$ cat src/pkg/stepper_pkg.sv
// Shared constants for the two-channel stepper bridge control block.
// Assumes a single 10 MHz clock and a simple strobe register port.
package stepper_pkg;

  // ****************************************
  // Register port geometry
  // ****************************************
  localparam int ADDR_W = 8;
  localparam int DATA_W = 16;
  localparam int SYNC_STAGES = 2;

  // ****************************************
  // Register offsets (byte addresses)
  // ****************************************
  localparam logic [ADDR_W-1:0] OFS_STATE = 8'h00;
  localparam logic [ADDR_W-1:0] OFS_IRQ_STATUS = 8'h04;
  localparam logic [ADDR_W-1:0] OFS_IRQ_ENABLE = 8'h08;
  localparam logic [ADDR_W-1:0] OFS_IRQ_CLEAR = 8'h0C;
  localparam logic [ADDR_W-1:0] OFS_CHOP_PERIOD = 8'h10;

  // ****************************************
  // Interrupt event bits
  // ****************************************
  localparam int IRQ_W = 4;
  localparam int IRQ_THERMAL = 0;
  localparam int IRQ_OVERCUR = 1;
  localparam int IRQ_SUPPLY_LOST = 2;
  localparam int IRQ_STANDBY_EXIT = 3;
  localparam logic [IRQ_W-1:0] IRQ_ENABLE_RST = 4'h0;

  // ****************************************
  // State register bits
  // ****************************************
  localparam int ST_THERMAL = 0;
  localparam int ST_OVERCUR = 1;
  localparam int ST_SUPPLY_OK = 2;
  localparam int ST_STANDBY = 3;
  localparam int ST_DRIVE_A = 4;
  localparam int ST_DRIVE_B = 5;
  localparam int ST_OSC_RUN = 6;
  localparam int ST_MODE_LSB = 8;

  // ****************************************
  // Target current in percent of full scale
  // ****************************************
  localparam int PCT_W = 7;
  localparam logic [PCT_W-1:0] PCT_FULL = 7'h64;
  localparam logic [PCT_W-1:0] PCT_HIGH = 7'h47;
  localparam logic [PCT_W-1:0] PCT_LOW = 7'h26;
  localparam logic [PCT_W-1:0] PCT_ZERO = 7'h00;

  // ****************************************
  // Timing
  // ****************************************
  localparam int CLK_FREQ_KHZ = 10000;
  localparam int CHOP_FREQ_KHZ = 100;
  localparam logic [DATA_W-1:0] CHOP_PERIOD_RST = DATA_W'(CLK_FREQ_KHZ / CHOP_FREQ_KHZ);
  localparam logic [DATA_W-1:0] CHOP_PERIOD_MIN = 16'h0002;

  typedef enum logic [1:0] {
    MODE_POR,
    MODE_STANDBY,
    MODE_RUN,
    MODE_FAULT
  } mode_t;

endpackage

$ cat src/rtl/input_sync.sv
// Two-stage synchroniser for a group of asynchronous level inputs.
// Assumes the inputs are quasi-static levels; no bus coherency is given.
`timescale 1ns/1ps
`default_nettype none
module input_sync #(
  parameter int WIDTH = 1
) (
  input wire logic clk, // Core clock
  input wire logic rst_n, // Synchronous reset, active low
  input wire logic clk_en, // Freezes the stages while low
  input wire logic [WIDTH-1:0] async_in, // Pins from outside the clock domain
  output logic [WIDTH-1:0] sync_out // Levels safe to decode
);
  logic [WIDTH-1:0] meta_reg;

  // ****************************************
  // Capture stages
  // ****************************************
  // First stage feeds only the second stage
  always_ff @(posedge clk) begin
    if (!rst_n) begin
      meta_reg <= '0;
      sync_out <= '0;
    end else if (clk_en) begin
      meta_reg <= async_in;
      sync_out <= meta_reg;
    end
  end
endmodule
`default_nettype wire

$ cat src/rtl/stepper_bridge_control.sv
// Control logic of a two-channel bipolar stepper bridge driver.
// Assumes host-driven async logic pins, analog trip comparators and supply monitors
// as level inputs, and a strobe register port on the core clock.
`timescale 1ns/1ps
`default_nettype none

// Summary of operation
// - Both level bits high give 100, only the first 71, only the second 38 percent, signed by direction.
// - Both level bits low put that channel's bridge in high impedance with zero current.
// - Direction high drives positive side high and negative low; low reverses the drive.
// - Standby low stops the chopping oscillator and turns every output off.
// - A thermal trip turns all outputs off and latches that fault.
// - The thermal latch clears only on power restart or a standby high-low-high sequence.
// - Outputs stay forced off until both motor and logic supply monitors report valid.
// - An over-current trip resets the drive, forces outputs off and latches that state.
// - The over-current latch clears only on a standby high-low-high sequence or power restart.
// - While the over-current latch is set the block behaves as in standby.
module stepper_bridge_control
  import stepper_pkg::*;
#(
  parameter logic [DATA_W-1:0] CHOP_PERIOD_DEFAULT = CHOP_PERIOD_RST
) (
  input wire logic clk, // Core clock, 10 MHz
  input wire logic rst_n, // Synchronous reset, active low
  input wire logic clk_en, // Freezes all state while low
  input wire logic level_a_bit1, // Channel A level bit 1 pin
  input wire logic level_a_bit2, // Channel A level bit 2 pin
  input wire logic level_b_bit1, // Channel B level bit 1 pin
  input wire logic level_b_bit2, // Channel B level bit 2 pin
  input wire logic dir_a, // Channel A current direction pin
  input wire logic dir_b, // Channel B current direction pin
  input wire logic standby, // High: run, low: stop
  input wire logic thermal_trip, // Junction temperature comparator
  input wire logic overcurrent_trip, // Output current comparator
  input wire logic motor_supply_ok, // Motor supply monitor
  input wire logic logic_supply_ok, // Logic supply monitor
  input wire logic [stepper_pkg::ADDR_W-1:0] reg_addr, // Register address
  input wire logic [stepper_pkg::DATA_W-1:0] reg_wdata, // Register write data
  input wire logic reg_wr, // Write strobe
  input wire logic reg_rd, // Read strobe
  output logic [stepper_pkg::DATA_W-1:0] reg_rdata, // Read data, cycle after strobe
  output logic bridge_a_pos, // Channel A positive output level
  output logic bridge_a_pos_oe, // Channel A positive output driven
  output logic bridge_a_neg, // Channel A negative output level
  output logic bridge_a_neg_oe, // Channel A negative output driven
  output logic bridge_b_pos, // Channel B positive output level
  output logic bridge_b_pos_oe, // Channel B positive output driven
  output logic bridge_b_neg, // Channel B negative output level
  output logic bridge_b_neg_oe, // Channel B negative output driven
  output logic [stepper_pkg::PCT_W-1:0] current_a_pct, // Channel A target magnitude
  output logic current_a_neg, // Channel A target sign, high for minus
  output logic [stepper_pkg::PCT_W-1:0] current_b_pct, // Channel B target magnitude
  output logic current_b_neg, // Channel B target sign, high for minus
  output logic chop_osc_run, // Chopping oscillator running
  output logic chop_tick, // One-cycle pulse per chopping period
  output logic irq // Level interrupt
);

  // ****************************************
  // Helpers
  // ****************************************
  function automatic logic [PCT_W-1:0] level_pct(input logic bit1, input logic bit2);
    logic [PCT_W-1:0] pct;
    pct = PCT_ZERO;
    if (bit1 && bit2) begin
      pct = PCT_FULL;
    end else if (bit1) begin
      pct = PCT_HIGH;
    end else if (bit2) begin
      pct = PCT_LOW;
    end
    return pct;
  endfunction

  function automatic logic addr_hit(input logic [ADDR_W-1:0] a, input logic [ADDR_W-1:0] ofs);
    return a == ofs;
  endfunction

  // ****************************************
  // Input synchronisation
  // ****************************************
  localparam int N_SYNC = 10;
  logic [N_SYNC-1:0] pins_async;
  logic [N_SYNC-1:0] pins_sync;
  logic la1_s;
  logic la2_s;
  logic lb1_s;
  logic lb2_s;
  logic dira_s;
  logic dirb_s;
  logic standby_s;
  logic thermal_s;
  logic overcur_s;
  logic supplies_s;

  assign pins_async = {logic_supply_ok & motor_supply_ok, overcurrent_trip, thermal_trip,
                       standby, dir_b, dir_a, level_b_bit2, level_b_bit1,
                       level_a_bit2, level_a_bit1};

  input_sync #(
    .WIDTH(N_SYNC)
  ) u_sync (
    .clk(clk),
    .rst_n(rst_n),
    .clk_en(clk_en),
    .async_in(pins_async),
    .sync_out(pins_sync)
  );

  assign {supplies_s, overcur_s, thermal_s, standby_s, dirb_s, dira_s,
          lb2_s, lb1_s, la2_s, la1_s} = pins_sync;

  // ****************************************
  // Standby edge detection
  // ****************************************
  logic standby_q_reg;
  logic standby_rise;

  always_ff @(posedge clk) begin
    if (!rst_n) begin
      standby_q_reg <= 1'b0;
    end else if (clk_en) begin
      standby_q_reg <= standby_s;
    end
  end

  // High to low to high completes on this rising edge
  assign standby_rise = standby_s && !standby_q_reg;

  // ****************************************
  // Fault latches
  // ****************************************
  logic thermal_fault_latch;
  logic overcurrent_fault_latch;

  // A trip in the same cycle as a clearing edge keeps the latch set
  always_ff @(posedge clk) begin
    if (!rst_n) begin
      thermal_fault_latch <= 1'b0;
    end else if (clk_en) begin
      if (!supplies_s) begin
        thermal_fault_latch <= 1'b0;
      end else if (thermal_s) begin
        thermal_fault_latch <= 1'b1;
      end else if (standby_rise) begin
        thermal_fault_latch <= 1'b0;
      end
    end
  end

  always_ff @(posedge clk) begin
    if (!rst_n) begin
      overcurrent_fault_latch <= 1'b0;
    end else if (clk_en) begin
      if (!supplies_s) begin
        overcurrent_fault_latch <= 1'b0;
      end else if (overcur_s) begin
        overcurrent_fault_latch <= 1'b1;
      end else if (standby_rise) begin
        overcurrent_fault_latch <= 1'b0;
      end
    end
  end

  // ****************************************
  // Operating mode
  // ****************************************
  mode_t mode_reg;
  mode_t mode_next;
  logic any_fault;

  assign any_fault = thermal_fault_latch || overcurrent_fault_latch || thermal_s || overcur_s;

  always_comb begin
    mode_next = mode_reg;
    case (mode_reg)
      MODE_POR: begin
        if (supplies_s) begin
          mode_next = MODE_STANDBY;
        end
      end
      MODE_STANDBY: begin
        if (standby_s && !any_fault) begin
          mode_next = MODE_RUN;
        end
      end
      MODE_RUN: begin
        if (any_fault) begin
          mode_next = MODE_FAULT;
        end else if (!standby_s) begin
          mode_next = MODE_STANDBY;
        end
      end
      MODE_FAULT: begin
        if (!standby_s) begin
          mode_next = MODE_STANDBY;
        end
      end
      default: begin
        mode_next = MODE_POR;
      end
    endcase
    if (!supplies_s) begin
      mode_next = MODE_POR;
    end
  end

  always_ff @(posedge clk) begin
    if (!rst_n) begin
      mode_reg <= MODE_POR;
    end else if (clk_en) begin
      mode_reg <= mode_next;
    end
  end

  // ****************************************
  // Register file
  // ****************************************
  logic [DATA_W-1:0] chop_osc_set;
  logic [IRQ_W-1:0] irq_status_reg;
  logic [IRQ_W-1:0] irq_enable_reg;
  logic [IRQ_W-1:0] irq_events;
  logic [IRQ_W-1:0] irq_clear;
  logic [DATA_W-1:0] state_word;
  logic [DATA_W-1:0] rdata_next;
  logic drive_ok;

  // Periods below the minimum would stall the divider, so they are clamped
  always_ff @(posedge clk) begin
    if (!rst_n) begin
      chop_osc_set <= CHOP_PERIOD_DEFAULT;
    end else if (clk_en && reg_wr && addr_hit(reg_addr, OFS_CHOP_PERIOD)) begin
      if (reg_wdata < CHOP_PERIOD_MIN) begin
        chop_osc_set <= CHOP_PERIOD_MIN;
      end else begin
        chop_osc_set <= reg_wdata;
      end
    end
  end

  always_ff @(posedge clk) begin
    if (!rst_n) begin
      irq_enable_reg <= IRQ_ENABLE_RST;
    end else if (clk_en && reg_wr && addr_hit(reg_addr, OFS_IRQ_ENABLE)) begin
      irq_enable_reg <= reg_wdata[IRQ_W-1:0];
    end
  end

  assign irq_clear = (reg_wr && addr_hit(reg_addr, OFS_IRQ_CLEAR)) ?
                     reg_wdata[IRQ_W-1:0] : '0;

  always_comb begin
    irq_events = '0;
    irq_events[IRQ_THERMAL] = thermal_s && !thermal_fault_latch && supplies_s;
    irq_events[IRQ_OVERCUR] = overcur_s && !overcurrent_fault_latch && supplies_s;
    irq_events[IRQ_SUPPLY_LOST] = (mode_reg != MODE_POR) && !supplies_s;
    irq_events[IRQ_STANDBY_EXIT] = standby_rise;
  end

  // New events win over a clear in the same cycle
  always_ff @(posedge clk) begin
    if (!rst_n) begin
      irq_status_reg <= '0;
    end else if (clk_en) begin
      irq_status_reg <= (irq_status_reg & ~irq_clear) | irq_events;
    end
  end

  always_ff @(posedge clk) begin
    if (!rst_n) begin
      irq <= 1'b0;
    end else if (clk_en) begin
      irq <= |(irq_status_reg & irq_enable_reg);
    end
  end

  assign drive_ok = (mode_reg == MODE_RUN) && !any_fault && standby_s && supplies_s;

  always_comb begin
    state_word = '0;
    state_word[ST_THERMAL] = thermal_fault_latch;
    state_word[ST_OVERCUR] = overcurrent_fault_latch;
    state_word[ST_SUPPLY_OK] = supplies_s;
    state_word[ST_STANDBY] = standby_s;
    state_word[ST_DRIVE_A] = bridge_a_pos_oe;
    state_word[ST_DRIVE_B] = bridge_b_pos_oe;
    state_word[ST_OSC_RUN] = chop_osc_run;
    state_word[ST_MODE_LSB +: 2] = mode_reg;
  end

  // Unmapped and write-only addresses read as zero
  always_comb begin
    rdata_next = '0;
    if (addr_hit(reg_addr, OFS_STATE)) begin
      rdata_next = state_word;
    end else if (addr_hit(reg_addr, OFS_IRQ_STATUS)) begin
      rdata_next[IRQ_W-1:0] = irq_status_reg;
    end else if (addr_hit(reg_addr, OFS_IRQ_ENABLE)) begin
      rdata_next[IRQ_W-1:0] = irq_enable_reg;
    end else if (addr_hit(reg_addr, OFS_CHOP_PERIOD)) begin
      rdata_next = chop_osc_set;
    end
  end

  always_ff @(posedge clk) begin
    if (!rst_n) begin
      reg_rdata <= '0;
    end else if (clk_en) begin
      reg_rdata <= reg_rd ? rdata_next : '0;
    end
  end

  // ****************************************
  // Chopping oscillator
  // ****************************************
  logic [DATA_W-1:0] chop_cnt_reg;
  logic osc_allowed;

  // Thermal fault only blanks the bridge; standby and over-current stop the oscillator
  assign osc_allowed = standby_s && supplies_s && !overcurrent_fault_latch && !overcur_s &&
                       (mode_reg != MODE_POR) && (mode_reg != MODE_STANDBY || standby_s);

  always_ff @(posedge clk) begin
    if (!rst_n) begin
      chop_cnt_reg <= '0;
      chop_tick <= 1'b0;
      chop_osc_run <= 1'b0;
    end else if (clk_en) begin
      chop_osc_run <= osc_allowed;
      chop_tick <= 1'b0;
      if (!osc_allowed) begin
        chop_cnt_reg <= '0;
      end else if (chop_cnt_reg >= chop_osc_set - 16'h0001) begin
        chop_cnt_reg <= '0;
        chop_tick <= 1'b1;
      end else begin
        chop_cnt_reg <= chop_cnt_reg + 16'h0001;
      end
    end
  end

  // ****************************************
  // Bridge decode
  // ****************************************
  logic [PCT_W-1:0] pct_a;
  logic [PCT_W-1:0] pct_b;
  logic en_a;
  logic en_b;

  // Direction and level are only trusted once the motor supply is valid
  assign pct_a = drive_ok ? level_pct(la1_s, la2_s) : PCT_ZERO;
  assign pct_b = drive_ok ? level_pct(lb1_s, lb2_s) : PCT_ZERO;
  assign en_a = pct_a != PCT_ZERO;
  assign en_b = pct_b != PCT_ZERO;

  always_ff @(posedge clk) begin
    if (!rst_n) begin
      bridge_a_pos <= 1'b0;
      bridge_a_neg <= 1'b0;
      bridge_a_pos_oe <= 1'b0;
      bridge_a_neg_oe <= 1'b0;
      current_a_pct <= PCT_ZERO;
      current_a_neg <= 1'b0;
    end else if (clk_en) begin
      bridge_a_pos_oe <= en_a;
      bridge_a_neg_oe <= en_a;
      bridge_a_pos <= en_a && dira_s;
      bridge_a_neg <= en_a && !dira_s;
      current_a_pct <= pct_a;
      current_a_neg <= en_a && !dira_s;
    end
  end

  always_ff @(posedge clk) begin
    if (!rst_n) begin
      bridge_b_pos <= 1'b0;
      bridge_b_neg <= 1'b0;
      bridge_b_pos_oe <= 1'b0;
      bridge_b_neg_oe <= 1'b0;
      current_b_pct <= PCT_ZERO;
      current_b_neg <= 1'b0;
    end else if (clk_en) begin
      bridge_b_pos_oe <= en_b;
      bridge_b_neg_oe <= en_b;
      bridge_b_pos <= en_b && dirb_s;
      bridge_b_neg <= en_b && !dirb_s;
      current_b_pct <= pct_b;
      current_b_neg <= en_b && !dirb_s;
    end
  end

endmodule
`default_nettype wire

$ cat config.mk
export PLATFORM = sky130hd
export DESIGN_NAME = stepper_bridge_control
export DESIGN_NICKNAME = d
export VERILOG_FILES = /design/src/pkg/stepper_pkg.sv /design/src/rtl/input_sync.sv /design/src/rtl/stepper_bridge_control.sv
export SDC_FILE = /design/constraint.sdc
export NUM_CORES = 1
export LEC_CHECK = 0
export BUFFER_PORTS_ARGS = -buffer_cell sky130_fd_sc_hd__buf_4
export CAP_MARGIN = 20
export CELL_PAD_IN_SITES_DETAIL_PLACEMENT = 1
export CELL_PAD_IN_SITES_GLOBAL_PLACEMENT = 1
export CORE_ASPECT_RATIO = 0.6
export CORE_MARGIN = 10
export CORE_UTILIZATION = 45
export CTS_BUF_LIST = sky130_fd_sc_hd__clkbuf_4 sky130_fd_sc_hd__clkbuf_8
export CTS_CLUSTER_DIAMETER = 50
export DETAILED_ROUTE_END_ITERATION = 12
export HOLD_SLACK_MARGIN = 0.03
export PLACE_DENSITY_LB_ADDON = 0.08
export SYNTH_ARGS = -nofsm -noshare
export SYNTH_HDL_FRONTEND = slang
export SYNTH_SLANG_ARGS = --single-unit
export TNS_END_PERCENT = 30
$ cat constraint.sdc
create_clock -name clk -period 3.6 [get_ports clk]
set_input_delay 0.72 -clock clk [delete_from_list [all_inputs] [get_ports clk]]
set_output_delay 0.72 -clock clk [all_outputs]
set_load 0.01 [all_outputs]
==> impl_metrics.toml <==
[timing]
clock.fmax_mhz = 313
rsz0062_at_grt = "no"
worst_clock_skew_ns = 0.0128
setup_violations = 0
period_share_pct = 88.6
finalHoldViolations = 0
slew_headroom_pct = 47.2
setup_tns_ns = 0
whs_ns = 0.481
maxSlewViolCount = 0
fin_crit_ns = 3.19
worst_pin_slew_ns = 0.789

[logic_synthesis]
netlist_top_cells_area = "dfxtp_1 (37%), mux2i_1 (7.7%), nor2b_1 (7.4%)"
synth_edf_count = 0
syn_inst = 595
ys_warn_count = 0
synth_cell_type_count = 63
ys_seq_elements = 100
synthFlopType = "dfxtp_1"
synth.largest_area_cell = "dfxtp_1"
ys_seq_area_share_pct = 37.3
netlist.area_leader.share_pct = 37.3
avgSynthCellArea_um2 = 9.01
async_reset_ff_share_pct = 0
netlist_area_um2 = 5360

[floorplanning]
start_util_pct = 46.7
num_rows = 30
fp.dieH_um = 105
ios = 83
die_x_um = 161
dieArea_um2 = 16800
coreArea_um2 = 11500

[placement]
portBuffers = 78
place.gp.congestion = 0.849
hpwlAfterDp_um = 11900

[critical_path]
rrSetupSlack_ns = 0.41
crit_required_ns = 3.91
crit_family = "simple AND/OR/NAND/NOR gates"
crit_fanout = 11
cpMaxStageDelayCell = "nor4_1"
crit_chain = "nor4_1 > nand3_1 > nor4_1 > xnor2_1 > ha_1 > a211oi_1 > nor2_1 > a2111oi_4 > buf_4 > o21ai_2 > o21ai_1"
cpPeakStageDelay_ns = 0.41
critPathArrivalTime_ns = 3.50
crit_top_cell = "nor4_1"
crit_type = "register to register"
worst-path-buf-inv = 1
start_kind = "register"
end_kind = "register"

[route]
postRouteWirelength_um = 15300
drtIter0Drc = 231
first_pass_iters = 4
dr.max_layer_used = "met4"
routed-wl-met3_um = 785
drcViolationCount = 0
met1_length_um = 8080
ant_nets = 0
vias_per_cell = 5.39
avgRoutedWirePerCell_um = 18.6
wl_met2_um = 6370
vias = 4445

[global_route]
global_route.usage.total_pct = 17.9
grt_pass1_wl_um = 25000
grt_pass1_vias = 4678
grt_max_degree = 82
antenna_found_initial = 0
overflow = 0

[cells_and_area]
layout-drive-gt1-share_pct = 18.8
syn_to_final_growth_pct = 15.5
multi_input_area_um2 = 3060
fillers = 1375
nNetsFinal = 725
regArea_um2 = 2000
antenna_cells = 0

[pwr]
irDropWorstVdd_mv = 0.160
powerDensity_nw_per_um2 = 317
power_leakage_nw = 2.43

[clock_network]
postCtsHoldBufs = 0
clk_pin_slew_ns = 0.10
htree_levels = 3
cts_setup_buffers = 0
cts.repair.resized = 0
cts_tree = "yes"
insertion_delay_ns = 0.38
cts.sinks = 100
clockBufferDepth = 2
root_buffer = "clkbuf_8"
numCtsBuffers = 9

[job]
drv_cap = 0

[run_status]
status = "finished, final reports clean"

[min_path]
holdCritPathClass = "register to register"
cell usage after synthesis, drive strengths merged (5+ instances only):
cell and n:
buf 15, o22ai 12, ha 26, mux2i 41, and2 19, nor2b 63
nor3 10, xor2 6, dfxtp 100, clkbuf 21, o21ai 17, o221ai 10
and3 7, xnor2 12, o21a 5, inv 26, a21oi 25, nor4 12
nand2 55, nand2b 10, nand4 6, nand3 8, nor2 31, a21boi 10
cell usage in the layout, fill, tap and decap left out, types with 5 or more instances in the layout:
cell / count
dfxtp_1: 100
buf_4: 87
nor2b_1: 63
nand2_1: 54
mux2i_1: 41
nor2_1: 30
inv_1: 26
ha_1: 26
a21oi_1: 25
and2_1: 18
xnor2_1: 12
o22ai_1: 12
nor3_1: 10
o21ai_0: 10
nand2b_1: 10
a21boi_0: 10
o221ai_2: 10
nor4_1: 9
clkbuf_8: 9
nand3_1: 8
and3_1: 7
xor2_1: 6
nand4_1: 6
o21ai_1: 6
o21a_1: 5
kinds of logic after synthesis:
family	after synthesis	synth area share, %
buf+inv	63	6.07
xor+xnor	18	2.94
mux	41	7.65
compound gates	108	15.0
flops	100	37.3
simple gates	238	24.9
fa+ha+maj	26	6.07
other cells	1	0.0699
routing by layer:
| layer | track usage (%) | up-vias |
|---|---|---|
| met2 | 26.3 | 108 |
| met5 | 0 | - |
| met1 | 25.9 | 2128 |
| met4 | 3.17 | 0 |
| li1 | - | 2196 |
| met3 | 4.78 | 13 |
worst min-delay path, stage by stage (launching register included):
cell,delay [ns]
dfxtp_1,0.33
nand2_1,0.06
o31ai_1,0.06
layout make-up:
| cell class | instances | share of cell area (%) |
|---|---|---|
| inverter | 26 | 1.58 |
| multi-input combinational | 435 | 49.4 |
| clock inverter | 7 | 0.929 |
| tap | 160 | 3.23 |
| timing repair buffer | 87 | 10.5 |
| sequential | 100 | 32.3 |
| clock buffer | 9 | 2.00 |
where the power goes:
| part | switching (mW) | internal [mW] |
|---|---|---|
| clock network | 0.423 | 0.263 |
| registers | 0.0115 | 1.12 |
| logic | 0.0812 | 0.0679 |
through the flow:
| step | setup slack [ns] | power [mW] | cell area (um^2) | cells | utilization [%] |
|---|---|---|---|---|---|
| final | 0.410 | 1.96 | 6190 | 824 | 53.9 |
| after global routing | 0.0617 | 2.06 | 6190 | 824 | 53.9 |
| after CTS | 0.389 | 1.98 | 6190 | 824 | 53.9 |
| after detailed placement | 0.430 | 1.30 | 6010 | 808 | 52.3 |
| after global placement | 0.612 | 1.30 | 6010 | 808 | 52.3 |
| after floorplan | 0.887 | 1.24 | 5370 | 598 | - |
final timing paths:
check | start | end | depth (start not counted)
worst max-delay path | chop_osc_set[6]$_SDFFE_PN1P_ | chop_cnt_reg[6]$_SDFFE_PN0P_ | 11
worst min-delay path | reg_rdata[1]$_SDFFE_PN0P_ | reg_rdata[1]$_SDFFE_PN0P_ | 2
worst max register to register | chop_osc_set[6]$_SDFFE_PN1P_ | chop_cnt_reg[6]$_SDFFE_PN0P_ | 11
worst min register to register | reg_rdata[1]$_SDFFE_PN0P_ | reg_rdata[1]$_SDFFE_PN0P_ | 2
Power figures use the tool's default switching activity.
